==> config.mk <==
export PLATFORM = sky130hd
export DESIGN_NAME = caption_capture
export DESIGN_NICKNAME = d
export VERILOG_FILES = /design/src/core/caption_pkg.sv /design/src/core/caption_capture.sv /design/src/core/caption_shift.sv
export SDC_FILE = /design/constraint.sdc
export NUM_CORES = 1
export LEC_CHECK = 0
export BUFFER_PORTS_ARGS = -buffer_cell sky130_fd_sc_hd__buf_2
export CORE_ASPECT_RATIO = 0.9
export CORE_MARGIN = 2
export CORE_UTILIZATION = 45
export CTS_CLUSTER_SIZE = 20
export DETAILED_ROUTE_END_ITERATION = 10
export SKIP_LAST_GASP = 1
export SYNTH_ARGS = -nofsm -noshare
export SYNTH_HDL_FRONTEND = slang
export SYNTH_SLANG_ARGS = --single-unit
==> constraint.sdc <==
create_clock -name clk_i -period 3.8 [get_ports clk_i]
set_clock_uncertainty 0.15 [all_clocks]
set_input_delay 0.19 -clock clk_i [delete_from_list [all_inputs] [get_ports clk_i]]
set_output_delay 0.19 -clock clk_i [all_outputs]
set_load 0.005 [all_outputs]
==> src/core/caption_pkg.sv <==
// package: register map, fields and timing constants for caption capture
`default_nettype none
package caption_pkg;
   // register offsets
   localparam logic [3:0] OFS_INPUT_CTRL   = 4'h0;
   localparam logic [3:0] OFS_MODE_CTRL    = 4'h1;
   localparam logic [3:0] OFS_LINE_SELECT  = 4'h2;
   localparam logic [3:0] OFS_STATUS       = 4'h3;
   localparam logic [3:0] OFS_BYTE_FIRST   = 4'h4;
   localparam logic [3:0] OFS_BYTE_SECOND  = 4'h5;
   localparam logic [3:0] OFS_IRQ_STATUS   = 4'h6;
   localparam logic [3:0] OFS_IRQ_MASK     = 4'h7;
   // field positions
   localparam int BIT_INPUT_SEL    = 0;
   localparam int BIT_CAPTURE_EN   = 0;
   localparam int BIT_QUALITY      = 0;
   localparam int BIT_STD_525      = 1;
   localparam int BIT_IRQ_CAPTION  = 0;
   // reset values
   localparam logic [4:0] LINE_SELECT_RST = 5'h15;
   localparam logic [7:0] BYTE_RST        = 8'h00;
   // timing
   localparam int CLK_HZ           = 50_000_000;
   localparam int SAMPLE_HZ        = 12_000_000;
   localparam int BIT_RATE_HZ      = 503_500;
   localparam int SAMPLES_PER_BIT  =
      (SAMPLE_HZ + BIT_RATE_HZ / 2) / BIT_RATE_HZ;
   localparam int LINES_525        = 525;
   localparam int LINES_625        = 625;
   localparam int LINES_THRESHOLD  = (LINES_525 + LINES_625) / 4;
   localparam int LOCK_FIELDS      = 4;
   localparam int START_BITS       = 3;
   localparam int DATA_BITS        = 16;
   localparam logic [7:0] SLICE_LEVEL = 8'h80;

   typedef struct packed {
      logic [7:0] addr;
      logic [7:0] wdata;
      logic       wr;
      logic       rd;
   } reg_req_s;

   typedef struct packed {
      logic hsync;
      logic vsync;
   } sync_s;
endpackage : caption_pkg
`default_nettype wire

==> src/core/caption_capture.sv <==
// caption line data capture: input select, timing, recovery, registers
//
// The address map and the address-and-strobe port were decided locally.
`default_nettype none
// Function
// - one of two video inputs is routed to capture, chosen by software.
// - the selected input is sampled at 12 MHz and fed to recovery.
// - recovery handles only caption data near 503.5 kHz, clock and bits.
// - recovered serial bits are shifted into two bytes per line.
// - horizontal and vertical timing come from the extracted sync.
// - 625 or 525 line operation is detected automatically and only reported, not applied.
// - a quality flag is set while timing is locked, clear otherwise.
// - the line standard flag is reported, meaningful only with quality.
// - caption data is captured only while capture enable is set.
// - the captured line is set by the line select register, line 21 after reset.
// - first byte goes to the first data register, second to the second.
// - both data registers clear to 00 at start of the selected line while capture is enabled.
// - an interrupt is raised at line end only when enabled.
module caption_capture
   import caption_pkg::*;
(
   // clock and reset
   input  wire logic       clk_i,
   input  wire logic       reset_i,
   // register port
   input  wire logic [7:0] addr_i,
   input  wire logic [7:0] wdata_i,
   input  wire logic       wr_i,
   input  wire logic       rd_i,
   output logic [7:0]      rdata_o,
   // digitised video inputs with extracted sync
   input  wire logic [7:0] video0_i,
   input  wire logic [7:0] video1_i,
   input  wire logic       hsync0_i,
   input  wire logic       vsync0_i,
   input  wire logic       hsync1_i,
   input  wire logic       vsync1_i,
   // interrupt
   output logic            irq_o
);
   typedef enum logic [1:0] {
      ST_IDLE,
      ST_HUNT,
      ST_DATA,
      ST_DONE
   } rx_state_e;

   typedef struct packed {
      logic        input_sel;
      logic        capture_en;
      logic [4:0]  line_sel;
      logic        irq_status;
      logic        irq_mask;
      logic [7:0]  rdata;
      logic [5:0]  smp_acc;
      logic        hs_prev;
      logic        vs_prev;
      logic [9:0]  line_cnt;
      logic [9:0]  last_lines;
      logic [2:0]  lock_cnt;
      logic        quality;
      logic        std_525;
      rx_state_e   st;
      logic [4:0]  phase;
      logic [4:0]  bit_cnt;
      logic [7:0]  prev_smp;
   } cap_state_s;

   cap_state_s s_q, s_d;
   sync_s      sync;
   logic [7:0] sample;
   logic       sample_en;
   logic       line_start;
   logic       field_start;
   logic       on_line;
   logic       line_end;
   logic       sliced;
   logic       bit_valid;
   logic       commit;
   logic       clear_bytes;
   logic [7:0] byte_first;
   logic [7:0] byte_second;

   // input switch
   always_comb begin
      if (s_q.input_sel) begin
         sample     = video1_i;
         sync.hsync = hsync1_i;
         sync.vsync = vsync1_i;
      end else begin
         sample     = video0_i;
         sync.hsync = hsync0_i;
         sync.vsync = vsync0_i;
      end
   end

   // 12 MHz enable from 50 MHz by fractional accumulator (6/25)
   assign sample_en = (s_q.smp_acc >= 6'd19);
   assign line_start  = sync.hsync & ~s_q.hs_prev;
   assign field_start = sync.vsync & ~s_q.vs_prev;
   assign on_line = (s_q.line_cnt == {5'h00, s_q.line_sel});
   assign line_end = on_line && line_start == 1'b0 && s_q.st == ST_DONE;
   assign sliced = sample >= SLICE_LEVEL;
   assign bit_valid = s_q.st == ST_DATA && sample_en
                      && s_q.phase == 5'(SAMPLES_PER_BIT / 2)
                      && s_q.bit_cnt >= 5'(START_BITS);
   assign commit = s_q.st == ST_DATA && s_q.bit_cnt
                   == 5'(START_BITS + DATA_BITS);

   assign clear_bytes = line_start && s_q.capture_en
                        && s_q.line_cnt + 10'd1 == {5'h00, s_q.line_sel};

   caption_shift u_shift (
      .clk_i         (clk_i),
      .reset_i       (reset_i),
      .clear_i       (clear_bytes),
      .bit_valid_i   (bit_valid),
      .bit_i         (sliced),
      .commit_i      (commit),
      .byte_first_o  (byte_first),
      .byte_second_o (byte_second)
   );

   always_comb begin
      s_d = s_q;
      s_d.rdata = 8'h00;
      s_d.smp_acc = sample_en ? s_q.smp_acc - 6'd19 : s_q.smp_acc + 6'd6;
      s_d.hs_prev = sync.hsync;
      s_d.vs_prev = sync.vsync;
      // line and field timing
      if (field_start) begin
         s_d.line_cnt   = 10'd0;
         s_d.last_lines = s_q.line_cnt;
         s_d.std_525 = s_q.line_cnt < 10'(LINES_THRESHOLD);
         if (s_q.line_cnt == s_q.last_lines) begin
            if (s_q.lock_cnt != 3'(LOCK_FIELDS)) begin
               s_d.lock_cnt = s_q.lock_cnt + 3'd1;
            end
         end else begin
            s_d.lock_cnt = 3'd0;
         end
      end else if (line_start) begin
         s_d.line_cnt = s_q.line_cnt + 10'd1;
      end
      s_d.quality = s_q.lock_cnt == 3'(LOCK_FIELDS);
      // recovery
      case (s_q.st)
         ST_IDLE: begin
            if (line_start && s_q.capture_en && s_q.line_cnt + 10'd1
                == {5'h00, s_q.line_sel}) begin
               s_d.st = ST_HUNT;
            end
         end
         ST_HUNT: begin
            if (sample_en) begin
               s_d.prev_smp = sample;
               if (sliced && s_q.prev_smp < SLICE_LEVEL) begin
                  s_d.st      = ST_DATA;
                  s_d.phase   = 5'd1;
                  s_d.bit_cnt = 5'd0;
               end
            end
            if (line_start) begin
               s_d.st = ST_DONE;
            end
         end
         ST_DATA: begin
            if (commit) begin
               s_d.st = ST_DONE;
            end else if (sample_en) begin
               s_d.prev_smp = sample;
               if (s_q.phase == 5'(SAMPLES_PER_BIT - 1)) begin
                  s_d.phase   = 5'd0;
                  s_d.bit_cnt = s_q.bit_cnt + 5'd1;
               end else if (sliced != (s_q.prev_smp >= SLICE_LEVEL)) begin
                  s_d.phase = 5'd1;
                  if (s_q.phase > 5'(SAMPLES_PER_BIT / 2)) begin
                     s_d.bit_cnt = s_q.bit_cnt + 5'd1;
                  end
               end else begin
                  s_d.phase = s_q.phase + 5'd1;
               end
            end
            if (line_start) begin
               s_d.st = ST_DONE;
            end
         end
         ST_DONE: begin
            s_d.st = ST_IDLE;
            s_d.irq_status = 1'b1;
         end
         default: s_d.st = ST_IDLE;
      endcase
      // register writes
      if (wr_i) begin
         if (addr_i[3:0] == OFS_INPUT_CTRL) begin
            s_d.input_sel = wdata_i[BIT_INPUT_SEL];
         end else if (addr_i[3:0] == OFS_MODE_CTRL) begin
            s_d.capture_en = wdata_i[BIT_CAPTURE_EN];
         end else if (addr_i[3:0] == OFS_LINE_SELECT) begin
            s_d.line_sel = wdata_i[4:0];
         end else if (addr_i[3:0] == OFS_IRQ_STATUS) begin
            if (wdata_i[BIT_IRQ_CAPTION] && s_q.st != ST_DONE) begin
               s_d.irq_status = 1'b0;
            end
         end else if (addr_i[3:0] == OFS_IRQ_MASK) begin
            s_d.irq_mask = wdata_i[BIT_IRQ_CAPTION];
         end
         // data registers ignore writes
      end
      if (rd_i) begin
         if (addr_i[3:0] == OFS_INPUT_CTRL) begin
            s_d.rdata = {7'h00, s_q.input_sel};
         end else if (addr_i[3:0] == OFS_MODE_CTRL) begin
            s_d.rdata = {7'h00, s_q.capture_en};
         end else if (addr_i[3:0] == OFS_LINE_SELECT) begin
            s_d.rdata = {3'h0, s_q.line_sel};
         end else if (addr_i[3:0] == OFS_STATUS) begin
            s_d.rdata = {6'h00, s_q.std_525, s_q.quality};
         end else if (addr_i[3:0] == OFS_BYTE_FIRST) begin
            s_d.rdata = byte_first;
         end else if (addr_i[3:0] == OFS_BYTE_SECOND) begin
            s_d.rdata = byte_second;
         end else if (addr_i[3:0] == OFS_IRQ_STATUS) begin
            s_d.rdata = {7'h00, s_q.irq_status};
         end else if (addr_i[3:0] == OFS_IRQ_MASK) begin
            s_d.rdata = {7'h00, s_q.irq_mask};
         end else begin
            s_d.rdata = 8'h00;
         end
      end
   end

   always_ff @(posedge clk_i or posedge reset_i) begin
      if (reset_i) begin
         s_q          <= '0;
         s_q.line_sel <= LINE_SELECT_RST;
         s_q.st       <= ST_IDLE;
      end else begin
         s_q <= s_d;
      end
   end

   assign rdata_o = s_q.rdata;
   assign irq_o   = s_q.irq_status & s_q.irq_mask;

   // assertions
   a_irq_gate: assert property (@(posedge clk_i) disable iff (reset_i)
      irq_o |-> s_q.irq_mask)
      else $error("irq high while masked");
   a_done_irq: assert property (@(posedge clk_i) disable iff (reset_i)
      s_q.st == ST_DONE |=> s_q.irq_status)
      else $error("line end did not set status");
   a_no_cap_off: assert property (@(posedge clk_i) disable iff (reset_i)
      s_q.st == ST_IDLE && !s_q.capture_en |=> s_q.st == ST_IDLE)
      else $error("capture started while disabled");
   a_ro_bytes: assert property (@(posedge clk_i) disable iff (reset_i)
      wr_i && !commit && !clear_bytes
      |=> $stable(byte_first) && $stable(byte_second))
      else $error("data register changed by write");
   a_quality_lock: assert property (@(posedge clk_i) disable iff (reset_i)
      s_q.quality |-> $past(s_q.lock_cnt) == 3'(LOCK_FIELDS))
      else $error("quality without lock");
   a_std_sel: assert property (@(posedge clk_i) disable iff (reset_i)
      field_start && s_q.line_cnt < 10'(LINES_THRESHOLD) |=> s_q.std_525)
      else $error("standard not detected");
   a_sample_rate: assert property (@(posedge clk_i) disable iff (reset_i)
      sample_en |=> !sample_en)
      else $error("sample enable too fast");
   a_status_read: assert property (@(posedge clk_i) disable iff (reset_i)
      rd_i && addr_i[3:0] == OFS_STATUS |=> rdata_o[BIT_QUALITY]
      == $past(s_q.quality))
      else $error("status read mismatch");
   c_capture: cover property (@(posedge clk_i) commit);
   c_irq: cover property (@(posedge clk_i) irq_o);
   c_lock: cover property (@(posedge clk_i) s_q.quality);
   c_line_end: cover property (@(posedge clk_i) line_end);
endmodule : caption_capture
`default_nettype wire

==> src/core/caption_shift.sv <==
// serial-to-parallel store for the two caption bytes of a line
`default_nettype none
module caption_shift
   import caption_pkg::*;
(
   // clock and reset
   input  wire logic       clk_i,
   input  wire logic       reset_i,
   // control
   input  wire logic       clear_i,
   input  wire logic       bit_valid_i,
   input  wire logic       bit_i,
   input  wire logic       commit_i,
   // stored bytes
   output logic [7:0]      byte_first_o,
   output logic [7:0]      byte_second_o
);
   typedef struct packed {
      logic [15:0] sreg;
      logic [7:0]  b1;
      logic [7:0]  b2;
   } shift_state_s;

   shift_state_s s_q, s_d;

   always_comb begin
      s_d = s_q;
      if (clear_i) begin
         s_d.b1   = BYTE_RST;
         s_d.b2   = BYTE_RST;
         s_d.sreg = 16'h0000;
      end else if (bit_valid_i) begin
         s_d.sreg = {bit_i, s_q.sreg[15:1]};
      end else if (commit_i) begin
         s_d.b1 = s_q.sreg[7:0];
         s_d.b2 = s_q.sreg[15:8];
      end
   end

   always_ff @(posedge clk_i or posedge reset_i) begin
      if (reset_i) begin
         s_q <= '0;
      end else begin
         s_q <= s_d;
      end
   end

   assign byte_first_o  = s_q.b1;
   assign byte_second_o = s_q.b2;
endmodule : caption_shift
`default_nettype wire

=== Word-level counts from Yosys, hierarchy flattened ===
Cells that the tools add are included.

* Output and inout port bits: 9
* Word-level logic and storage cells: 141
* Register bits: 102

* Multiplexer cells: 43
* Equality and inequality tests: 31
* Magnitude comparators: 7
* Add/sub/neg operators: 6
* Bitwise logic cells: 9
* Reduce and logical (&&, ||, !) cells: 24

{| class="wikitable"
|+ Operators with widths
! operator !! number
|-
| $mux 8 || 8
|-
| $mux 16 || 3
|-
| $mux 18 || 2
|-
| $pmux 18 s2 || 1
|-
| $mux 32 || 1
|-
| $mux 10 || 3
|-
| $mux 20 || 1
|-
| $mux 2 || 9
|-
| $eq 4x3->1 const B || 4
|-
| $ge 8x8->1 const B || 2
|-
| $mux 5 || 3
|-
| $mux 12 || 1
|-
| $ne 2x2->1 const B || 6
|-
| $ne 3x3->1 const B || 4
|-
| $reduce_and 4->1 || 3
|-
| $add 10x1->10 const B || 1
|-
| $add 5x1->5 const B || 2
|-
| $eq 10x10->1 || 1
|-
| $eq 10x5->1 || 1
|-
| $eq 5x5->1 const B || 2
|-
| $lt 10x9->1 const B || 1
|-
| $eq 4x2->1 const B || 2
|-
| $logic_and 1x1->1 || 8
|-
| $lt 8x8->1 const B || 1
|-
| 28 further kinds || 50
|}

=== Logic depth before layout (Yosys ltp) ===
Gate-level depths: netlist (run 1).

* Depth in word-level cells: 10
* Depth in mapped cells: 11
* Gate-level depth less buffers: 8

=== By module ===
A second synthesis (run 1) with hierarchy kept.

* Cells, all modules: 521
* Area total of the unflattened synthesis: 5347.6 um2

{| class="wikitable"
|+ By module, submodules not included
! module !! cells an instance !! times used !! area each (um2)
|-
| caption_capture || 381 || 1 || 3756.1
|-
| caption_shift || 140 || 1 || 1591.5
|}

=== Worst setup path before layout (run 1) ===
No wires, ideal clock.

* Path kind: register to register
* Start: register s_q[36] (netlist bit)
* End: register s_q[19] (netlist bit)
* Required time: 3.525 ns
* Library setup time: 0.125 ns
* Cell stages (with the launch flop): 8
* Arrival: 2.288 ns
* Path buffers: 0
* Path slack: 1.237 ns
* Cell sequence: dfrtp_1 > ha_1 > and4_1 > or4_1 > o211a_2 > o41ai_2 > o21ai_1 > mux2_4

* Word-level cells in the longest chain between the ends: 5

{| class="wikitable"
|+ RTL lines
! item !! line !! text
|-
| start, declared || caption_capture.sv:69 || <nowiki>cap_state_s s_q, s_d;</nowiki>
|-
| $add 10x1->10 || caption_capture.sv:149 || <nowiki>if (line_start && s_q.capture_en && s_q.line_cnt + 10'd1</nowiki>
|-
| $eq 10x5->1 || caption_capture.sv:150 || <nowiki>== {5'h00, s_q.line_sel}) begin</nowiki>
|-
| $logic_and 1x1->1 || caption_capture.sv:149 ||
|-
| $ne 2x2->1 (no line) || - ||
|-
| $reduce_and 4->1 (no line) || - ||
|}

Every way passes these cells.
A chain may end at the register's enable or synchronous reset.

=== Worst setup path after layout (run 1) ===
* Start: register s_q[18] (netlist bit)
* End: register u_shift.s_q, in the netlist u_shift.byte_second_o[3]

* Word-level cells in the longest chain between the ends: 6
* Elaborated cells between the ends (all ways): 8

{| class="wikitable"
|+ RTL lines
! item !! line !! text
|-
| $eq 2x2->1 * || caption_capture.sv:104, caption_capture.sv:107 ||
|-
| $logic_and 1x1->1 || caption_capture.sv:104 || <nowiki>assign bit_valid = s_q.st == ST_DATA && sample_en</nowiki>
|-
| $logic_and 1x1->1 || caption_capture.sv:105 || <nowiki>&& s_q.phase == 5'(SAMPLES_PER_BIT / 2)</nowiki>
|-
| $logic_and 1x1->1 || caption_capture.sv:106 || <nowiki>&& s_q.bit_cnt >= 5'(START_BITS);</nowiki>
|-
| $ne 2x1->1 (no line) || - ||
|-
| $reduce_and 2->1 (no line) * || - ||
|-
| end signal, assigned || caption_shift.sv:42 || <nowiki>s_q <= '0;</nowiki>
|-
| end signal, assigned || caption_shift.sv:44 || <nowiki>s_q <= s_d;</nowiki>
|-
| end, declared || caption_shift.sv:24 || <nowiki>shift_state_s s_q, s_d;</nowiki>
|}

Mark *: on every way between the ends. The rest lies on a longest branch, timed or not.

==> flow_summary.json, run 1 <==
{
  "synth_ff_type": "dfrtp_1",
  "grt_pass1_vias": 3195,
  "status": "complete, no violations",
  "r2r_cells": 9,
  "grt_pass1_wl_um": 15700,
  "vdd_ir_drop_max_v": 0.000227,
  "worst_slew_pin_slew_ps": 886,
  "cp_slowest_cell": "or4_1",
  "place.gp.congestion": 0.826,
  "cp_cell_sequence": "inv_1 > ha_1 > inv_2 > or4_1 > nor3_2 > buf_4 > nor2_4 > mux2i_1 > nor2_1",
  "dieWidth_um": 115,
  "holdWs_ps": 26.3,
  "path_clk_slew_ps": 70,
  "die-area_um2": 11900,
  "gr-total-overflow": 0,
  "synth_cells": 473,
  "fin_crit_ps": 2930,
  "initial_utilization": 0.461,
  "vias_per_cell": 5.30,
  "cp-end-kind": "register",
  "crit_cells": 9,
  "die_h_um": 104,
  "power_density_nw_per_um2": 603,
  "synth_most_common_cell": "dfrtp_1",
  "hold_viol_final": 0,
  "place_hpwl_um": 6350,
  "timing.critical_path.buf_inv": 3,
  "startpoint": "s_q[18]",
  "drc": 0,
  "cts_max_level": 3,
  "ant_nets": 0,
  "drive_above_1_share": 0.162,
  "synth-edff-count": 0,
  "ys_warn_count": 0,
  "vias": 3358,
  "synth_area_leaders": "dfrtp_1, mux2i_1, nor2_1",
  "slew_headroom": 0.401,
  "core-area_um2": 10800,
  "clockBufferDepth": 2,
  "ys_types": 62,
  "cp_max_fo": 18,
  "finalWirelength_um": 9310,
  "clock_sinks": 95,
  "max_cap_viol_count": 0,
  "nets": 549,
  "yosysSeqAreaShare": 0.478,
  "wl_per_cell_um": 14.7,
  "r2r_start": "s_q[18]",
  "utilization": 0.513,
  "rr_endpoint": "u_shift.byte_second_o[3]",
  "cts_setup_buffers": 0,
  "synthArstFlopShare": 1.00,
  "synthTopCellsByCount": "dfrtp_1, nor2_1, mux2i_1, nand2_1, mux2_2",
  "port_buffers": 27,
  "setup_viol_count_final": 0,
  "grt_start_max_net_pins": 52,
  "drtIter0Drc": 175,
  "slowest_delay_ps": 510,
  "syn_avg_cell_area_um2": 10.5,
  "crit_type": "register to register",
  "yosys_register_bits": 95,
  "p_total_w": 0.00335,
  "grt.total_usage": 0.164,
  "syn_area_um2": 4980,
  "numCtsBuffers": 9,
  "n_antenna_cell": 0,
  "ff2ff_setup_slack_ps": 870,
  "dr.pass1.iters": 4,
  "fill_cells": 1011,
  "cts_tree": "done",
  "yosysTopAreaCell": "dfrtp_1",
  "rows": 36,
  "synth_top_area_frac": 0.462,
  "leakage_nw": 2.41,
  "crit_end": "u_shift.byte_second_o[3]",
  "finalCritPeriodShare": 0.770,
  "rsz0062_at_grt": "no",
  "synth_nets": 527,
  "cp_data_required_time_ps": 3870,
  "cts_root_buffer": "clkbuf_16",
  "area_growth_pct": 11.5,
  "critical-path-top-delay-family": "simple AND/OR/NAND/NOR gates",
  "antenna_found_initial": 0,
  "io_pins": 49,
  "clk_latency_ps": 340,
  "fmax_mhz": 342,
  "hold_path.class": "primary input to register",
  "worstSetupStartpointType": "register",
  "critPathArrivalTime_ps": 2990,
  "tns_ps": 0,
  "finalMaxSlewViolations": 0
}
per-stage QoR:
step	setup WS (ps)	area (um2)	instances
floorplan	988	4980	473
global placement	902	5150	607
detailed placement	862	5150	607
CTS	848	5550	633
global route	662	5550	633
finish	874	5550	633
how the worst min path moves through the flow:
stage                           from                        to  slack, ps  cells after the start
after floorplan            addr_i[3]                rdata_o[1]        110                      1
after global placement       reset_i  u_shift.byte_second_o[7]        240                      2
after detailed placement     reset_i  u_shift.byte_second_o[7]        240                      2
after CTS                 wdata_i[0]                   s_q[63]          8                      2
after global routing      wdata_i[0]                   s_q[63]         20                      2
final                     wdata_i[0]                   s_q[63]         30                      2
cell families after synthesis:
kind of cell	Yosys count	share of synthesized area
adders and majority gates	14	0.0352
buffers and inverters	48	0.0500
AOI/OAI and AO/OA	56	0.0781
muxes	70	0.148
xor gates and xnor gates	29	0.0510
and+or+nand+nor	161	0.160
DFF	95	0.478
cell type report:
class                      count  area (um2)  area share
sequential                    95        2380       0.429
multi-input combinational    330        2360       0.425
timing repair buffer          42         273      0.0491
clock buffer                   9         225      0.0406
tap                          133         166      0.0300
clock inverter                 7        78.8      0.0142
inverter                      17        65.1      0.0117
layer usage:
metal | global-route usage | part of all wire | vias to the layer above
met5 | 0 | 0 | -
met4 | 0.0499 | 0.015 | 0
met3 | 0.0351 | 0.029 | 9
met2 | 0.247 | 0.45 | 34
met1 | 0.236 | 0.51 | 1635
li1 | - | - | 1680
worst reg2reg max path, stage by stage (launching register included):
cell and delay [ps]:
dfrtp_1 430, inv_1 140, ha_1 460, inv_2 160, or4_1 520, nor3_2 190
buf_4 330, nor2_4 200, mux2i_1 190, nor2_1 50
cells in the final DEF, fill, tap and decap left out, drive strengths merged, types with 4 or more instances in the layout:
master        n
a21oi        13
buf          32
clkbuf        9
clkinv        4
dfrtp        92
dlygate4sd3  10
ha           14
inv          19
mux2         25
mux2i        45
nand2        26
nand2b        4
nand3        15
nand4         4
nor2         68
nor3         11
nor3b         5
nor4          4
o21ai        16
o31ai         5
or4           4
xnor2        15
xor2         14
registers in the layout, summed over array words and instances, names as in the netlist:
| register | cells |
|---|---|
| s_q | 55 |
| u_shift.s_q | 16 |
| rdata_o | 8 |
| u_shift.byte_first_o | 8 |
| u_shift.byte_second_o | 8 |
what timing repair did:
item / CTS / global route
resized for setup: 0 / 0
hold buffers: 10 / 0
hold endpoints to repair: 59 / 0
where the power goes:
group          switching (W)  internal (W)  leakage, nW
Combinational       0.000478      0.000424         1.13
Sequential          0.000237       0.00129         1.13
Clock               0.000402      0.000519        0.151
Total                0.00112       0.00223         2.41
Note: power is estimated with default switching activity, not from simulation.
==> run 2, diff against run 1 <==
==> constraint.sdc (replaced) <==
create_clock -name clk_i -period 3 [get_ports clk_i]
set_clock_uncertainty 0.15 [all_clocks]
set_input_delay 0.15 -clock clk_i [delete_from_list [all_inputs] [get_ports clk_i]]
set_output_delay 0.15 -clock clk_i [all_outputs]
set_load 0.005 [all_outputs]
==> flow_summary.json, run 2 (same netlist as run 1, synthesis figures left out) <==
{
  "use_met3": 0.0293,
  "drive_above_1_share": 0.171,
  "leakage_nw": 2.47,
  "cp_data_required_time_ps": 3070,
  "cts_root_buffer": "clkbuf_16",
  "ant_nets": 0,
  "finalWirelength_um": 9350,
  "hold_viol_final": 0,
  "numCtsBuffers": 9,
  "initial_utilization": 0.461,
  "largest-register": "s_q",
  "vias": 3408,
  "clockBufferDepth": 2,
  "slew_headroom": 0.468,
  "clk_latency_ps": 340,
  "grt.total_usage": 0.171,
  "finalMaxSlewViolations": 0,
  "grt_pass1_vias": 3442,
  "place_hpwl_um": 6550,
  "cts_setup_buffers": 0,
  "wl_per_cell_um": 14.6,
  "worstSetupStartpointType": "register",
  "worst_slew_pin_slew_ps": 788,
  "slowest_delay_ps": 510,
  "io_pins": 49,
  "area_growth_pct": 13.9,
  "vdd_ir_drop_max_v": 0.000280,
  "utilization": 0.525,
  "status": "complete, no violations",
  "grt_pass1_wl_um": 16400,
  "cp-end-kind": "register",
  "power_density_nw_per_um2": 781,
  "use_met1": 0.239,
  "tns_ps": 0,
  "cts_max_level": 3,
  "drc": 0,
  "final_common_cell": "dfrtp_1",
  "setup_viol_count_final": 0,
  "hold_path.class": "primary input to register",
  "finalCritPeriodShare": 0.915,
  "dr.pass1.iters": 5,
  "gr-max-usage-layer": "met2",
  "drtIter0Drc": 129,
  "largest_reg_flops": 55,
  "die-area_um2": 11900,
  "critPathArrivalTime_ps": 2820,
  "antenna_found_initial": 0,
  "core-area_um2": 10800,
  "crit_type": "register to register",
  "path_clk_slew_ps": 60,
  "fin_crit_ps": 2750,
  "dieWidth_um": 115,
  "reg_top3": "s_q: 55 flops, u_shift.s_q: 16 flops",
  "cts_tree": "done",
  "nets": 558,
  "cp_max_fo": 7,
  "cp_slowest_cell": "or4_1",
  "place.gp.congestion": 0.791,
  "p_total_w": 0.00443,
  "grt_start_max_net_pins": 42,
  "layout_common_cells": "dfrtp_1, nor2_1, mux2i_1",
  "ff2ff_setup_slack_ps": 250,
  "fmax_mhz": 364,
  "max_cap_viol_count": 0,
  "port_buffers": 27,
  "clock_sinks": 95,
  "met2_usage": 0.262,
  "gr-total-overflow": 0,
  "n_antenna_cell": 0,
  "rsz0062_at_grt": "no",
  "vias_per_cell": 5.32,
  "die_h_um": 104,
  "rows": 36,
  "cp_cell_sequence": "ha_1 > and4_1 > or4_1 > o211a_2 > o41ai_2 > o21ai_1 > mux2_4"
}
[run 2: cell count changes in the layout (fill, tap and decap cells not counted), moves of 2 or more]
cell       delta
inv_6         -2
bufinv_16     +2
buf_4         +7
clkinv_4      -2
[run 2: cell type report]
cell class,instances,area [um2]
Clock buffer,10,229
Inverter,17,65.1
Timing Repair Buffer,51,355
Clock inverter,5,106
Tap cell,133,166
Sequential cell,95,2380
Multi-Input combinational cell,330,2370
Fill cell,972,5140
[run 2: worst max-delay path, delay by kind of cell, from the launching register on]
kind	cells	cell delay [ps]
simple gates	2	800
compound gates	3	630
flops	1	450
mux	1	320
fa+ha+maj	1	290
[run 2: path summary, 6_finish.rpt]
check	from	depth (start not counted)	endpoint
worst max-delay path	s_q[36]	7	s_q[19]
worst min-delay path	wr_i	3	s_q[69]
worst max register to register	s_q[36]	7	s_q[19]
worst min register to register	s_q[20]	1	s_q[20]
max in group asynchronous	reset_i	4	s_q[28]
min in group asynchronous	reset_i	3	u_shift.s_q[30]
[run 2: metal layers]
metal / part of all wire / wire [um]
met1: 0.50 / 4710
met2: 0.45 / 4190
met3: 0.027 / 256
met4: 0.021 / 199
met5: 0 / 0
[run 2: report_power, final]
| part | internal, W | total, W | leakage, nW | switching, W |
|---|---|---|---|---|
| logic | 0.000579 | 0.00122 | 1.18 | 0.000639 |
| clock network | 0.000813 | 0.00129 | 0.159 | 0.000478 |
| registers | 0.00163 | 0.00192 | 1.13 | 0.000286 |
| total | 0.00302 | 0.00443 | 2.47 | 0.00140 |
[run 2: metrics by stage]
stage	instance area, um2	setup slack, ps	std cells	hold WS (ps)
after CTS	5660	263	641	53.0
after global placement	5220	285	615	126
after floorplan	4980	228	473	70.3
after detailed placement	5220	267	615	128
after global routing	5670	92.8	641	62.7
final	5670	254	641	63.7
[run 2: what timing repair did]
| action | 4_1_cts | 5_1_grt |
|---|---|---|
| hold buffers | 11 | 0 |
| gates resized for setup | 0 | 1 |
| endpoints found under the hold margin | 50 | 0 |
| endpoints found under the setup margin | 0 | 1 |
==> run 3, diff against run 2 <==
--- a/config.mk
+++ b/config.mk
@@ -8,7 +8,7 @@
 export BUFFER_PORTS_ARGS = -buffer_cell sky130_fd_sc_hd__buf_2
 export CORE_ASPECT_RATIO = 0.9
 export CORE_MARGIN = 2
-export CORE_UTILIZATION = 45
+export CORE_UTILIZATION = 30
 export CTS_CLUSTER_SIZE = 20
 export DETAILED_ROUTE_END_ITERATION = 10
 export SKIP_LAST_GASP = 1
==> flow_summary.json, run 3 (same netlist as run 1, synthesis figures left out) <==
{
  "status": "complete, no violations",
  "vdd_ir_drop_max_v": 0.000430,
  "worst_slew_pin_slew_ps": 790,
  "hold_depth": 3,
  "pwr-share-comb": 0.279,
  "critPathArrivalTime_ps": 2830,
  "ant_nets": 0,
  "cts_root_buffer": "clkbuf_16",
  "n_antenna_cell": 0,
  "place.gp.congestion": 0.756,
  "cts_setup_buffers": 0,
  "cp-end-kind": "register",
  "die_h_um": 126,
  "dp_cells": 686,
  "grt_start_max_net_pins": 55,
  "path_clk_slew_ps": 60,
  "setup_viol_count_final": 0,
  "io_pins": 49,
  "gr-total-overflow": 0,
  "clockBufferDepth": 2,
  "grt_pass1_wl_um": 16500,
  "core-area_um2": 16200,
  "vias_per_cell": 4.84,
  "rr_endpoint": "s_q[19]",
  "cp_data_required_time_ps": 3070,
  "leakage_nw": 2.44,
  "largest-register": "s_q",
  "power_density_nw_per_um2": 747,
  "nets": 555,
  "port_buffers": 27,
  "clk_latency_ps": 340,
  "wl_met2_um": 4390,
  "hold_viol_final": 0,
  "finalNonFillerCells": 713,
  "cts_tree": "done",
  "cts_max_level": 3,
  "hold_path.startpoint": "wr_i",
  "worstHoldEndpoint": "s_q[69]",
  "dieWidth_um": 140,
  "fin_crit_ps": 2760,
  "initial_utilization": 0.308,
  "max_cap_viol_count": 0,
  "tns_ps": 0,
  "largest_reg_flops": 55,
  "numCtsBuffers": 9,
  "ff2ff_setup_slack_ps": 240,
  "clkPwrFrac": 0.269,
  "drc": 0,
  "worstSetupStartpointType": "register",
  "p_total_w": 0.00426,
  "holdWs_ps": 28.2,
  "startpoint": "s_q[36]",
  "fmax_mhz": 362,
  "die-area_um2": 17600,
  "crit_type": "register to register",
  "p_int_w": 0.00285,
  "finalCritPeriodShare": 0.920,
  "wl_per_cell_um": 13.2,
  "p_sw_frac": 0.331,
  "drtIter0Drc": 122,
  "clock_sinks": 95,
  "met1_length_um": 4620,
  "rsz0062_at_grt": "no",
  "met3WireLength_um": 236,
  "reg_top3": "s_q: 55 flops, u_shift.s_q: 16 flops",
  "slew_headroom": 0.473,
  "r2r_cells": 7,
  "grt.total_usage": 0.115,
  "vias": 3453,
  "place_hpwl_um": 6620,
  "r2r_start": "s_q[36]",
  "utilization": 0.352,
  "dr.pass1.iters": 4,
  "final_common_cell": "dfrtp_1",
  "p_switching_w": 0.00141,
  "hold_path.class": "primary input to register",
  "layout_common_cells": "dfrtp_1, nor2_1, mux2i_1",
  "seqPwrFrac": 0.452,
  "grt_pass1_vias": 3448,
  "cp_max_fo": 7,
  "finalMaxSlewViolations": 0,
  "finalWirelength_um": 9450,
  "dr.max_layer_used": "met4",
  "drive_above_1_share": 0.168,
  "antenna_found_initial": 0,
  "rows": 44,
  "area_growth_pct": 14.5
}
run 3: worst max-delay path, stage by stage, from the launching register on:
cell and delay [ps]:
dfrtp_1 460, ha_1 280, and4_1 280, or4_1 520
o211a_2 170, o41ai_2 300, o21ai_1 160, mux2_4 320
run 3: worst max path at each step:
stage / slack (ps) / end / cells after the start
after floorplan: 230 / rdata_o[0] / 1
after detailed placement: 250 / s_q[19] / 7
after CTS: 230 / s_q[19] / 7
after global routing: 30 / s_q[11] / 9
final: 240 / s_q[19] / 7
after global placement: 280 / s_q[19] / 7
run 3: power groups by stage:
stage	registers (W)	logic, W	clock network, W
global placement	0.00193	0.00114	0
floorplan	0.00185	0.000960	0
global route	0.00197	0.00135	0.00124
CTS	0.00193	0.00121	0.00118
detailed placement	0.00195	0.00118	0
finish	0.00193	0.00119	0.00114
run 3: layout make-up:
class                      instances  area, um2
sequential                        95       2380
tap                              207        259
multi-input combinational        330       2350
clock buffer                      10        229
timing repair buffer              48        345
inverter                          17       65.1
clock inverter                     6       68.8
fill                            1613      10500
run 3: timing repair:
action / in CTS / in global routing
hold endpoints to repair: 55 / 0
hold buffers: 11 / 0
gates resized for setup: 0 / 0
run 3: metal layers:
layer  vias to the layer above  global-route usage
li1                       1696                   -
met1                      1701               0.152
met2                        42               0.184
met3                        14              0.0202
met4                         0              0.0535
met5                         -                   0
run 3: per-stage QoR:
stage          area, um2  worst slack (ps)
2_1_floorplan       4980               228
3_3_place_gp        5300               283
3_5_place_dp        5300               252
4_1_cts             5700               228
5_1_grt             5700              28.6
6_report            5700               240
